$ cat src/include/rsp_pkg.sv
// package of constants and types for the radio serial register port
package rsp_pkg;
    localparam int          RSP_FRAME_BITS = 16;
    localparam int          RSP_ADDR_W     = 7;
    localparam int          RSP_DATA_W     = 8;
    localparam int          RSP_REG_COUNT  = 128;
    localparam logic [2:0]  RSP_BYTE_LAST  = 3'h7;
    localparam logic [2:0]  RSP_BIT_RST    = 3'h0;
    localparam logic [7:0]  RSP_REG_RST    = 8'h00;
    localparam logic [6:0]  RSP_ADDR_RST   = 7'h00;
    // enable vector bit positions
    localparam int          RSP_EN_LDO     = 0;
    localparam int          RSP_EN_SPI     = 1;
    localparam int          RSP_EN_OSC32   = 2;
    localparam int          RSP_EN_AUX     = 3;
    localparam int          RSP_EN_XTAL    = 4;
    localparam int          RSP_EN_PLL     = 5;
    localparam int          RSP_EN_PA      = 6;
    localparam int          RSP_EN_RX      = 7;
    localparam logic [7:0]  RSP_EN_RST     = 8'h00;

    typedef enum logic [2:0] {
        RSP_MODE_SHUTDOWN = 3'h0,
        RSP_MODE_STANDBY  = 3'h1,
        RSP_MODE_SLEEP    = 3'h3,
        RSP_MODE_SENSOR   = 3'h2,
        RSP_MODE_READY    = 3'h6,
        RSP_MODE_TUNING   = 3'h7,
        RSP_MODE_TRANSMIT = 3'h5,
        RSP_MODE_RECEIVE  = 3'h4
    } rsp_mode_e;

    // frame phase, gray along idle -> address -> data
    typedef enum logic [1:0] {
        RSP_ST_IDLE = 2'h0,
        RSP_ST_ADDR = 2'h1,
        RSP_ST_DATA = 2'h3
    } rsp_state_e;
endpackage

$ cat src/verilog/rsp_port.sv
// serial register port slave with mode-driven block enables
`timescale 1ns/1ps
// Functional notes
// - each access is sixteen serial clocks within one select-low period
// - field order: direction bit, seven address bits, eight data bits
// - seven-bit address picks one of 128 eight-bit registers
// - direction 1 writes, direction 0 reads
// - address and data bytes are captured after each eight clocks
// - input data during a read data field is ignored
// - read data shifts out on the eight falling edges after address
// - output holds last data bit until select rises
// - select high releases output; pull-up holds it high
// - burst: held select and more clocks advance to next register
// - burst takes a further byte every eight clocks, no address resent
// - every mode, shutdown included, is selectable on i_mode_sel
// - shutdown powers everything down and loses register contents; rsp_regmem has no reset or shutdown input and keeps them
// - each mode applies its fixed block enable pattern
// - don't-care blocks follow independent enable controls
module rsp_port
    import rsp_pkg::*;
(
    input  wire logic       i_mclk,
    input  wire logic       i_sys_rst,
    input  wire logic       i_shutdown,
    input  wire logic [2:0] i_mode_sel,
    input  wire logic       i_osc32_opt,
    input  wire logic       i_aux_opt,
    input  wire logic       i_sclk,
    input  wire logic       i_port_select_n,
    input  wire logic       i_serial_in,
    output logic            o_serial_out,
    output logic            o_serial_out_oe_n,
    output logic [7:0]      o_block_en,
    output logic            o_wr_strobe,
    output logic [6:0]      o_wr_addr,
    output logic [7:0]      o_wr_data
);
    typedef struct packed {
        logic       sclk_d;
        logic       sel_n_d;
        rsp_state_e st;
        logic [2:0] bit_cnt;
        logic [7:0] shift_in;
        logic       is_write;
        logic [6:0] addr;
        logic [7:0] shift_out;
        logic       load_pend;
        logic       sout;
        logic       sout_oe_n;
        logic [7:0] block_en;
        logic       wr_stb;
        logic [6:0] wr_addr;
        logic [7:0] wr_data;
    } rsp_state_s;

    rsp_state_s st_r;
    rsp_state_s st_nxt;
    logic [7:0] mem_rd_data;
    logic       mem_wr_en;

    // fixed enable pattern per mode; don't-care cells follow the option pins
    function automatic logic [7:0] mode_enables(input logic [2:0] m, input logic o32, input logic aux);
        logic [7:0] e;
        e = RSP_EN_RST;
        case (m)
            RSP_MODE_SHUTDOWN: begin
                e = RSP_EN_RST;
            end

            RSP_MODE_STANDBY: begin
                e[RSP_EN_LDO]   = 1'b1;
                e[RSP_EN_SPI]   = 1'b1;
                e[RSP_EN_OSC32] = 1'b0;
                e[RSP_EN_AUX]   = 1'b0;
                e[RSP_EN_XTAL]  = 1'b0;
                e[RSP_EN_PLL]   = 1'b0;
                e[RSP_EN_PA]    = 1'b0;
                e[RSP_EN_RX]    = 1'b0;
            end

            RSP_MODE_SLEEP: begin
                e[RSP_EN_LDO]   = 1'b1;
                e[RSP_EN_SPI]   = 1'b1;
                e[RSP_EN_OSC32] = 1'b1;
                e[RSP_EN_AUX]   = aux;
                e[RSP_EN_XTAL]  = 1'b0;
                e[RSP_EN_PLL]   = 1'b0;
                e[RSP_EN_PA]    = 1'b0;
                e[RSP_EN_RX]    = 1'b0;
            end

            RSP_MODE_SENSOR: begin
                e[RSP_EN_LDO]   = 1'b1;
                e[RSP_EN_SPI]   = 1'b1;
                e[RSP_EN_OSC32] = o32;
                e[RSP_EN_AUX]   = 1'b1;
                e[RSP_EN_XTAL]  = 1'b0;
                e[RSP_EN_PLL]   = 1'b0;
                e[RSP_EN_PA]    = 1'b0;
                e[RSP_EN_RX]    = 1'b0;
            end

            RSP_MODE_READY: begin
                e[RSP_EN_LDO]   = 1'b1;
                e[RSP_EN_SPI]   = 1'b1;
                e[RSP_EN_OSC32] = o32;
                e[RSP_EN_AUX]   = aux;
                e[RSP_EN_XTAL]  = 1'b1;
                e[RSP_EN_PLL]   = 1'b0;
                e[RSP_EN_PA]    = 1'b0;
                e[RSP_EN_RX]    = 1'b0;
            end

            RSP_MODE_TUNING: begin
                e[RSP_EN_LDO]   = 1'b1;
                e[RSP_EN_SPI]   = 1'b1;
                e[RSP_EN_OSC32] = o32;
                e[RSP_EN_AUX]   = aux;
                e[RSP_EN_XTAL]  = 1'b1;
                e[RSP_EN_PLL]   = 1'b1;
                e[RSP_EN_PA]    = 1'b0;
                e[RSP_EN_RX]    = 1'b0;
            end

            RSP_MODE_TRANSMIT: begin
                e[RSP_EN_LDO]   = 1'b1;
                e[RSP_EN_SPI]   = 1'b1;
                e[RSP_EN_OSC32] = o32;
                e[RSP_EN_AUX]   = aux;
                e[RSP_EN_XTAL]  = 1'b1;
                e[RSP_EN_PLL]   = 1'b1;
                e[RSP_EN_PA]    = 1'b1;
                e[RSP_EN_RX]    = 1'b0;
            end

            RSP_MODE_RECEIVE: begin
                e[RSP_EN_LDO]   = 1'b1;
                e[RSP_EN_SPI]   = 1'b1;
                e[RSP_EN_OSC32] = o32;
                e[RSP_EN_AUX]   = aux;
                e[RSP_EN_XTAL]  = 1'b1;
                e[RSP_EN_PLL]   = 1'b1;
                e[RSP_EN_PA]    = 1'b0;
                e[RSP_EN_RX]    = 1'b1;
            end

            default: begin
                e = RSP_EN_RST;
            end
        endcase
        return e;
    endfunction

    // edge detectors on the host clock, sampled by the system clock
    function automatic logic edge_rise(input logic now, input logic prev);
        return now & ~prev;
    endfunction

    function automatic logic edge_fall(input logic now, input logic prev);
        return ~now & prev;
    endfunction

    // msb-first shifter shared by address and data bytes
    function automatic logic [7:0] shift_msb_in(input logic [7:0] sr, input logic b);
        return {sr[6:0], b};
    endfunction

    // last bit is refilled so the line keeps it after the eighth fall
    function automatic logic [7:0] shift_hold_out(input logic [7:0] sr);
        return {sr[6:0], sr[0]};
    endfunction

    function automatic logic in_read_field(input rsp_state_e s, input logic wr);
        return (s == RSP_ST_DATA) && !wr;
    endfunction

    assign mem_wr_en = st_nxt.wr_stb;

    // read address from next state, so data is ready by the load edge
    rsp_regmem u_regmem (
        .i_mclk    (i_mclk),
        .i_wr_en   (mem_wr_en),
        .i_wr_addr (st_nxt.wr_addr),
        .i_wr_data (st_nxt.wr_data),
        .i_rd_addr (st_nxt.addr),
        .o_rd_data (mem_rd_data)
    );

    always_comb begin
        logic       rise;
        logic       fall;
        logic [7:0] byte_in;

        rise    = 1'b0;
        fall    = 1'b0;
        byte_in = RSP_REG_RST;
        st_nxt  = st_r;
        st_nxt.sclk_d   = i_sclk;
        st_nxt.sel_n_d  = i_port_select_n;
        st_nxt.wr_stb   = 1'b0;
        st_nxt.block_en = mode_enables(i_shutdown ? RSP_MODE_SHUTDOWN : i_mode_sel, i_osc32_opt, i_aux_opt);

        rise    = edge_rise(i_sclk, st_r.sclk_d);
        fall    = edge_fall(i_sclk, st_r.sclk_d);
        byte_in = shift_msb_in(st_r.shift_in, i_serial_in);

        // register read data arrives a cycle after the address is known
        if (st_r.load_pend) begin
            st_nxt.shift_out = mem_rd_data;
            st_nxt.load_pend = 1'b0;
        end

        // shutdown and select high both force the idle frame state
        if (i_shutdown || i_port_select_n) begin
            st_nxt.st        = RSP_ST_IDLE;
            st_nxt.bit_cnt   = RSP_BIT_RST;
            st_nxt.sout      = 1'b1;
            st_nxt.sout_oe_n = 1'b1;
            st_nxt.load_pend = 1'b0;
        end else begin
            // fresh frame starts from a clean shifter, no stale direction
            if (st_r.sel_n_d) begin
                st_nxt.shift_in = RSP_REG_RST;
                st_nxt.is_write = 1'b0;
            end
            if (st_r.st == RSP_ST_IDLE) begin
                st_nxt.st = RSP_ST_ADDR;
            end

            if (rise) begin
                st_nxt.shift_in = byte_in;
                st_nxt.bit_cnt  = st_r.bit_cnt + 3'h1;
                if (st_r.bit_cnt == RSP_BYTE_LAST) begin
                    case (st_r.st)
                        RSP_ST_IDLE, RSP_ST_ADDR: begin
                            st_nxt.is_write  = byte_in[7];
                            st_nxt.addr      = byte_in[6:0];
                            st_nxt.st        = RSP_ST_DATA;
                            st_nxt.load_pend = ~byte_in[7];
                        end
                        RSP_ST_DATA: begin
                            if (st_r.is_write) begin
                                st_nxt.wr_stb  = 1'b1;
                                st_nxt.wr_addr = st_r.addr;
                                st_nxt.wr_data = byte_in;
                            end
                            // read data bits are dropped here
                            // address wraps from 127 to 0 in a long burst
                            st_nxt.addr      = st_r.addr + 7'h01;
                            st_nxt.load_pend = ~st_r.is_write;
                        end
                        default: begin
                            st_nxt.st = RSP_ST_IDLE;
                        end
                    endcase
                end
            end

            // read byte leaves msb first on falling edges of the data field
            if (fall && in_read_field(st_r.st, st_r.is_write)) begin
                st_nxt.sout      = st_r.shift_out[7];
                st_nxt.sout_oe_n = 1'b0;
                st_nxt.shift_out = shift_hold_out(st_r.shift_out);
            end
        end

        // reset wins over every frame event
        if (i_sys_rst) begin
            st_nxt.sclk_d    = 1'b0;
            st_nxt.sel_n_d   = 1'b1;
            st_nxt.st        = RSP_ST_IDLE;
            st_nxt.bit_cnt   = RSP_BIT_RST;
            st_nxt.shift_in  = RSP_REG_RST;
            st_nxt.is_write  = 1'b0;
            st_nxt.addr      = RSP_ADDR_RST;
            st_nxt.shift_out = RSP_REG_RST;
            st_nxt.load_pend = 1'b0;
            st_nxt.sout      = 1'b1;
            st_nxt.sout_oe_n = 1'b1;
            st_nxt.block_en  = RSP_EN_RST;
            st_nxt.wr_stb    = 1'b0;
            st_nxt.wr_addr   = RSP_ADDR_RST;
            st_nxt.wr_data   = RSP_REG_RST;
        end
    end

    // one register stage for all state; outputs come straight from it
    always_ff @(posedge i_mclk) begin
        st_r <= st_nxt;
    end

    assign o_serial_out      = st_r.sout;
    assign o_serial_out_oe_n = st_r.sout_oe_n;
    assign o_block_en        = st_r.block_en;
    assign o_wr_strobe       = st_r.wr_stb;
    assign o_wr_addr         = st_r.wr_addr;
    assign o_wr_data         = st_r.wr_data;
endmodule

$ cat src/verilog/rsp_regmem.sv
// 128 x 8 register space with registered read data
`timescale 1ns/1ps
module rsp_regmem
    import rsp_pkg::*;
(
    input  wire logic       i_mclk,
    input  wire logic       i_wr_en,
    input  wire logic [6:0] i_wr_addr,
    input  wire logic [7:0] i_wr_data,
    input  wire logic [6:0] i_rd_addr,
    output logic      [7:0] o_rd_data
);
    logic [7:0] mem_r [0:RSP_REG_COUNT-1];

    // no reset: contents only matter after a write, as after shutdown
    always_ff @(posedge i_mclk) begin
        if (i_wr_en) begin
            mem_r[i_wr_addr] <= i_wr_data;
        end
        o_rd_data <= mem_r[i_rd_addr];
    end
endmodule

$ cat config.mk
export PLATFORM = sky130hd
export DESIGN_NAME = rsp_port
export DESIGN_NICKNAME = d
export VERILOG_FILES = /design/src/include/rsp_pkg.sv /design/src/verilog/rsp_port.sv /design/src/verilog/rsp_regmem.sv
export SDC_FILE = /design/constraint.sdc
export NUM_CORES = 1
export LEC_CHECK = 0
export ABC_CLOCK_PERIOD_IN_PS = 8700
export BUFFER_PORTS_ARGS = -buffer_cell sky130_fd_sc_hd__buf_2
export CAP_MARGIN = 40
export CORE_ASPECT_RATIO = 1.5
export CORE_MARGIN = 2
export CORE_UTILIZATION = 45
export DETAILED_ROUTE_END_ITERATION = 10
export GPL_ROUTABILITY_DRIVEN = 1
export GPL_TIMING_DRIVEN = 0
export SKIP_CTS_REPAIR_TIMING = 1
export SYNTH_ARGS = -nofsm -noshare
export SYNTH_HDL_FRONTEND = slang
export SYNTH_SLANG_ARGS = --single-unit
$ cat constraint.sdc
create_clock -name i_mclk -period 8.7 [get_ports i_mclk]
set_input_delay 1.74 -clock i_mclk [delete_from_list [all_inputs] [get_ports i_mclk]]
set_output_delay 1.74 -clock i_mclk [all_outputs]
set_load 0.01 [all_outputs]
# After elaboration in Yosys (flattened, before gate mapping)
# Memory sizes are Yosys's and may differ from the RTL's. A register that Yosys moved wholly into a read port is not among the register bits.
# Cells that the tools add are included.
[word_totals]
reg_bits = 57
latch_bits = 0
ramBits = 1024
rom_bits = 0
in_bits = 11
out_inout_bits = 26
word_cells = 73
memories = 1
[classes]
n_addsub = 2
mul = 0
n_div = 0
n_lt_le_gt_ge = 0
eq_ne = 11
shifts = 0
n_mux = 26
bitwise_logic = 7
reduce_logical = 10
[memory_table]
columns = ["memory", "words", "word_bits", "read_ports", "rd_clocked_by_memory_dff", "wr", "line_no", "source"]
rows = [
  ["u_regmem.mem_r", 128, 8, 1, 1, 1, "rsp_regmem.sv:13", "logic [7:0] mem_r [0:RSP_REG_COUNT-1];"],
]
[ops]
columns = ["operator", "count"]
rows = [
  ["16-bit 2-to-1 mux", 5],
  ["8-bit case mux with 8 select lines", 1],
  ["42-bit 2-to-1 mux", 1],
  ["21-bit 2-to-1 mux", 1],
  ["9-bit 2-to-1 mux", 2],
  ["8-bit 2-to-1 mux", 2],
  ["3-bit == test, second input constant", 5],
  ["15-bit 2-to-1 mux", 1],
  ["7-bit case mux with 2 select lines", 1],
  ["7-bit by 1-bit adder with 7-bit output, second input constant", 1],
  ["3-bit by 2-bit == test with 1-bit output, second input constant", 2],
  ["2-bit 2-to-1 mux", 3],
  ["3-bit 2-to-1 mux", 2],
  ["1-bit 2-to-1 mux", 5],
  ["1-bit NOT", 5],
  ["2-bit case mux with 2 select lines", 1],
  ["2-bit OR reduction", 2],
  ["3-bit by 1-bit adder with 3-bit output, second input constant", 1],
  ["3-bit by 1-bit == test with 1-bit output, second input constant", 1],
  ["3-bit logical NOT", 1],
  ["1-bit AND", 2],
  ["2-bit by 1-bit == test with 1-bit output, second input constant", 1],
  ["2-bit == test, second input constant", 1],
  ["1-bit logical AND", 2],
  ["7 further kinds", 7],
]

# Logic depth before layout (Yosys ltp)
[logic_depth]
word_depth = 9
ltp_mapped = 19
ltp_nobuf = 12

# Cells and area by module
# From an unflattened synthesis, not the netlist that was laid out.
[unflattened]
cells_unflattened = 1894
area_unflattened_um2 = 42101.6
[modules_own_cells]
columns = ["module", "instances", "cells_each", "area_per_inst_um2"]
rows = [
  ["rsp_regmem", 1, 1635, 39665.5],
  ["rsp_port", 1, 259, 2436.1],
]

# Worst setup path before layout
# No wires, ideal clock.
[synth_timing]
path_kind = "input -> register"
start = "input port i_sclk"
end = "memory u_regmem.mem_r[0][0] (data pin)"
arrival_time_ns = 6.339
required_time_ns = 7.806
path_slack_ns = 1.467
cell_stages = 7
path_buffers = 2
cell_sequence = "or4b_4 nor2_4 nand3_1 clkbuf_1 clkbuf_1 nand2_1 a21oi_1"
[synth_rtl]
columns = ["element", "line_no", "source"]
rows = [
  ["start, declared", "rsp_port.sv:28", "input wire logic i_sclk,"],
  ["end, declared", "rsp_regmem.sv:13", ""],
]

==> flow_summary_export.csv <==
group,metric,value,unit
clock_tree,clock_tree.buffer_depth,3,
clock_tree,clock_sinks,1088,
floorplan,die-height,382.7,microns
power_and_ir_drop,pwr-share-seq,55.7,%
drt,drt-pass1-iter-count,6,
synth,post_synth_num_cell_types,75,
critical_path,endpoint_kind,"flop",
flow_run,cap_viol_max_count,0,
floorplan,die-width,256.5,microns
global_routing,overflow,0,
critical_path,critical_path.cell_chain,"buf_2, or4b_4, nor2_4, nand3_1, clkbuf_1, mux2i_1, nor2_1, nor3_1, nand2_1, clkbuf_1, buf_8, nor2_1",
sta,fin_hold_ws,0.4756,ns
drt,vias_per_cell,5.986,
synth,synth.cell_area,43020,sq um
power_and_ir_drop,power.ir.vdd_worst,177.1,uV
synth,ys_seq_area_share,74.46,%
clock_tree,htree_levels,3,
synth,synth_flop_cell,"sky130_fd_sc_hd__edfxtp_1",
global_routing,grt_pass1_vias,27241,
synth,yosys_register_bits,1088,
global_routing,grt_antenna_before_repair,3,
placed_design,detailedPlace.worstSlack,2.373,ns
final_layout,area_delta_synth_final,15.14,%
power_and_ir_drop,total_switching_power,1948,uW
critical_path,required,9.02,ns
sta,setup-violations-final,0,
final_layout,design.final.nets,3243,
sta,worst_clock_skew,0.03811,ns
run_status,status,"finished, final reports clean",
drt,detail_route.wirelength,135000,microns
clock_tree,cts_made_buffers,97,
drt,vias,27357,
synth,syn_inst,3008,
critical_path,cp_slowest_stage_delay,0.72,ns
floorplan,row_count,138,
clock_tree,root_buffer,"sky130_fd_sc_hd__clkbuf_16",
hold_path,path_category_of_the_worst_min_delay_check,"reg2reg",
critical_path,cp.arrival,6.02,ns
placed_design,post-dp-hpwl,98330,microns
critical_path,timing_worst_setup_path_type,"in2reg",
clock_tree,register_clock_pin_slew_on_the_reported_worst_setup_and_hold_paths,0.06,ns
sta,worst_slew_margin_relative_to_its_limit,30.73,%
clock_tree,cts_tree,"built",
power_and_ir_drop,combPwrFrac,0.3,%
critical_path,start_kind,"input pin",
synth,yosys_warnings,0,
sta,share_of_the_clock_period_used_by_the_worst_path_after_layout,65.61,%
sta,worst-slew-pin-transition,1.031,ns
floorplan,die-area,98140,sq um
clock_tree,clk_latency,0.71,ns
placed_design,portBuffers,36,
critical_path,worst_path_max_delay_cell,"sky130_fd_sc_hd__nor2_1",
floorplan,start_util,45.46,%
power_and_ir_drop,power-per-cell-area,204.3,nW/um^2
synth,synth_edf_count,1024,
power_and_ir_drop,power_report.internal_total,8169,uW
sta,hold_violations,0,
drt,drtAntennaViolNets,0,
sta,timing.final.crit_period,5.708,ns
power_and_ir_drop,clockPowerShare,44.0,%
synth,syn-mean-instance-area,14.30,sq um
drt,drtIter0Drc,3279,
sta,worst_path_setup_slack_after_routing,2.992,ns
synth,synth.net_count,3022,
global_routing,grt_first_pass_wirelength,192100,microns
global_routing,grt_max_degree,44,
floorplan,pin_count,37,
sta,rsz_0062_raised_after_global_routing,"false",
drt,route.detailed.wl_per_inst,29.54,microns
final_layout,layout-drive-gt1-share,15.00,%
drt,drt_drc_violations_left,0,
power_and_ir_drop,swShare,19.26,%
floorplan,core-area,94620,sq um
critical_path,crit_path_max_fanout,10,
synth,synth_async_sr_flop_share,0,%
power_and_ir_drop,cellLeakagePower,0.01504,uW
sta,maxClockFrequency,175.2,MHz
global_routing,grt_use_total,27.53,%
sta,drv_slew,0,
sta,finalSetupTns,0,ns
placed_design,gp_routability_congestion,0.9366,
[placed cells by master (no fill, tap or decap), types with 60 or more instances in the layout]
master                      count
sky130_fd_sc_hd__edfxtp_1    1024
sky130_fd_sc_hd__nand2_1      686
sky130_fd_sc_hd__nand3_1      216
sky130_fd_sc_hd__nor2_1       183
sky130_fd_sc_hd__buf_2        117
sky130_fd_sc_hd__mux2i_1      101
sky130_fd_sc_hd__clkbuf_16    101
sky130_fd_sc_hd__buf_4         74
sky130_fd_sc_hd__clkbuf_1      71
sky130_fd_sc_hd__dfxtp_1       64
sky130_fd_sc_hd__a21oi_1       60
[stage by stage]
stage / cell area (sq um) / utilization (%) / power [uW] / std cells
3_5_place_dp: 46210 / 48.84 / 5777 / 4386
3_3_place_gp: 44780 / 47.32 / 5774 / 4304
6_report: 49530 / 52.35 / 10120 / 4570
4_1_cts: 49490 / 52.30 / 10160 / 4563
2_1_floorplan: 43020 / - / 5765 / 3008
5_1_grt: 49530 / 52.34 / 10350 / 4567
[cells by family (layout without fill, tap and decap cells)]
kind of cell,Yosys count,count (layout),share of synthesized area (%)
DFF,1088,1088,74.46
xor gates and xnor gates,2,2,0.04073
AOI/OAI and AO/OA,297,297,4.971
adders and majority gates,3,3,0.08726
other,0,3,0
buffers and inverters,208,507,2.507
muxes,164,164,5.465
and+or+nand+nor,1246,1246,12.47
[flip-flops by register name, summed over array words and instances (netlist names)]
signal and flops:
o_serial_out 1, o_block_en 7, o_serial_out_oe_n 1, o_wr_strobe 1, u_regmem.mem_r 1024, o_wr_addr 7, u_regmem.o_rd_data 8, st_r 31
o_wr_data 8
[power by group through the flow]
stage                     registers [uW]  clock network [uW]  logic, uW
final                               5640                4450       26.5
after floorplan                     5750                   0       14.5
after detailed placement            5750                   0       26.1
after CTS                           5640                4500       26.2
after global routing                5630                4690       28.5
after global placement              5750                   0       23.7
[layout make-up]
cell class              count  area (sq um)
plain buffers             190          1008
multi-input cells        1712         10020
flip-flops and latches   1088         32030
repair buffers            122          1551
fillers                  7865         45090
diodes                      3         7.507
inverters                  18         70.07
clock buffers             124          2704
clock inverters            53         568.0
well taps                1260          1577
[worst max-delay path, delay by kind of cell]
kind / cells / cell delay [ns]
mux: 1 / 0.44
buf+inv: 4 / 1.26
simple gates: 7 / 2.56
[metal layers]
metal / part of all wire (%) / track usage (%) / wire, microns
met5: 0 / 0 / 0
met3: 8.0 / 4.769 / 10790
met2: 50 / 47.15 / 67100
met1: 35 / 31.86 / 46790
met4: 7.6 / 18.21 / 10330
[worst paths after layout]
path / startpoint / endpoint / slack (ns) / depth (start not counted)
hold / removal: o_wr_addr[0] / o_wr_addr[0] / 0.48 / 2
hold reg to reg: o_wr_addr[0] / o_wr_addr[0] / 0.48 / 2
setup reg to reg: st_r[51] / u_regmem.mem_r[35][4] / 3.54 / 14
setup / recovery: i_port_select_n / u_regmem.mem_r[35][4] / 2.99 / 12
[cells in the mapped netlist (all sizes together), types with 46 or more instances]
master  instances  area, sq um
nand4          59        369.1
nand3         216         1081
a31oi          46        287.8
buf           133        794.5
nor2          190        735.7
a32oi          46        402.9
edfxtp       1024        30750
a21oi          68        340.3
mux2i         101         1011
dfxtp          64         1281
nand2         686         2575
mux4           56         1261
clkbuf         57        214.0
(Power assumes the default switching activity.)
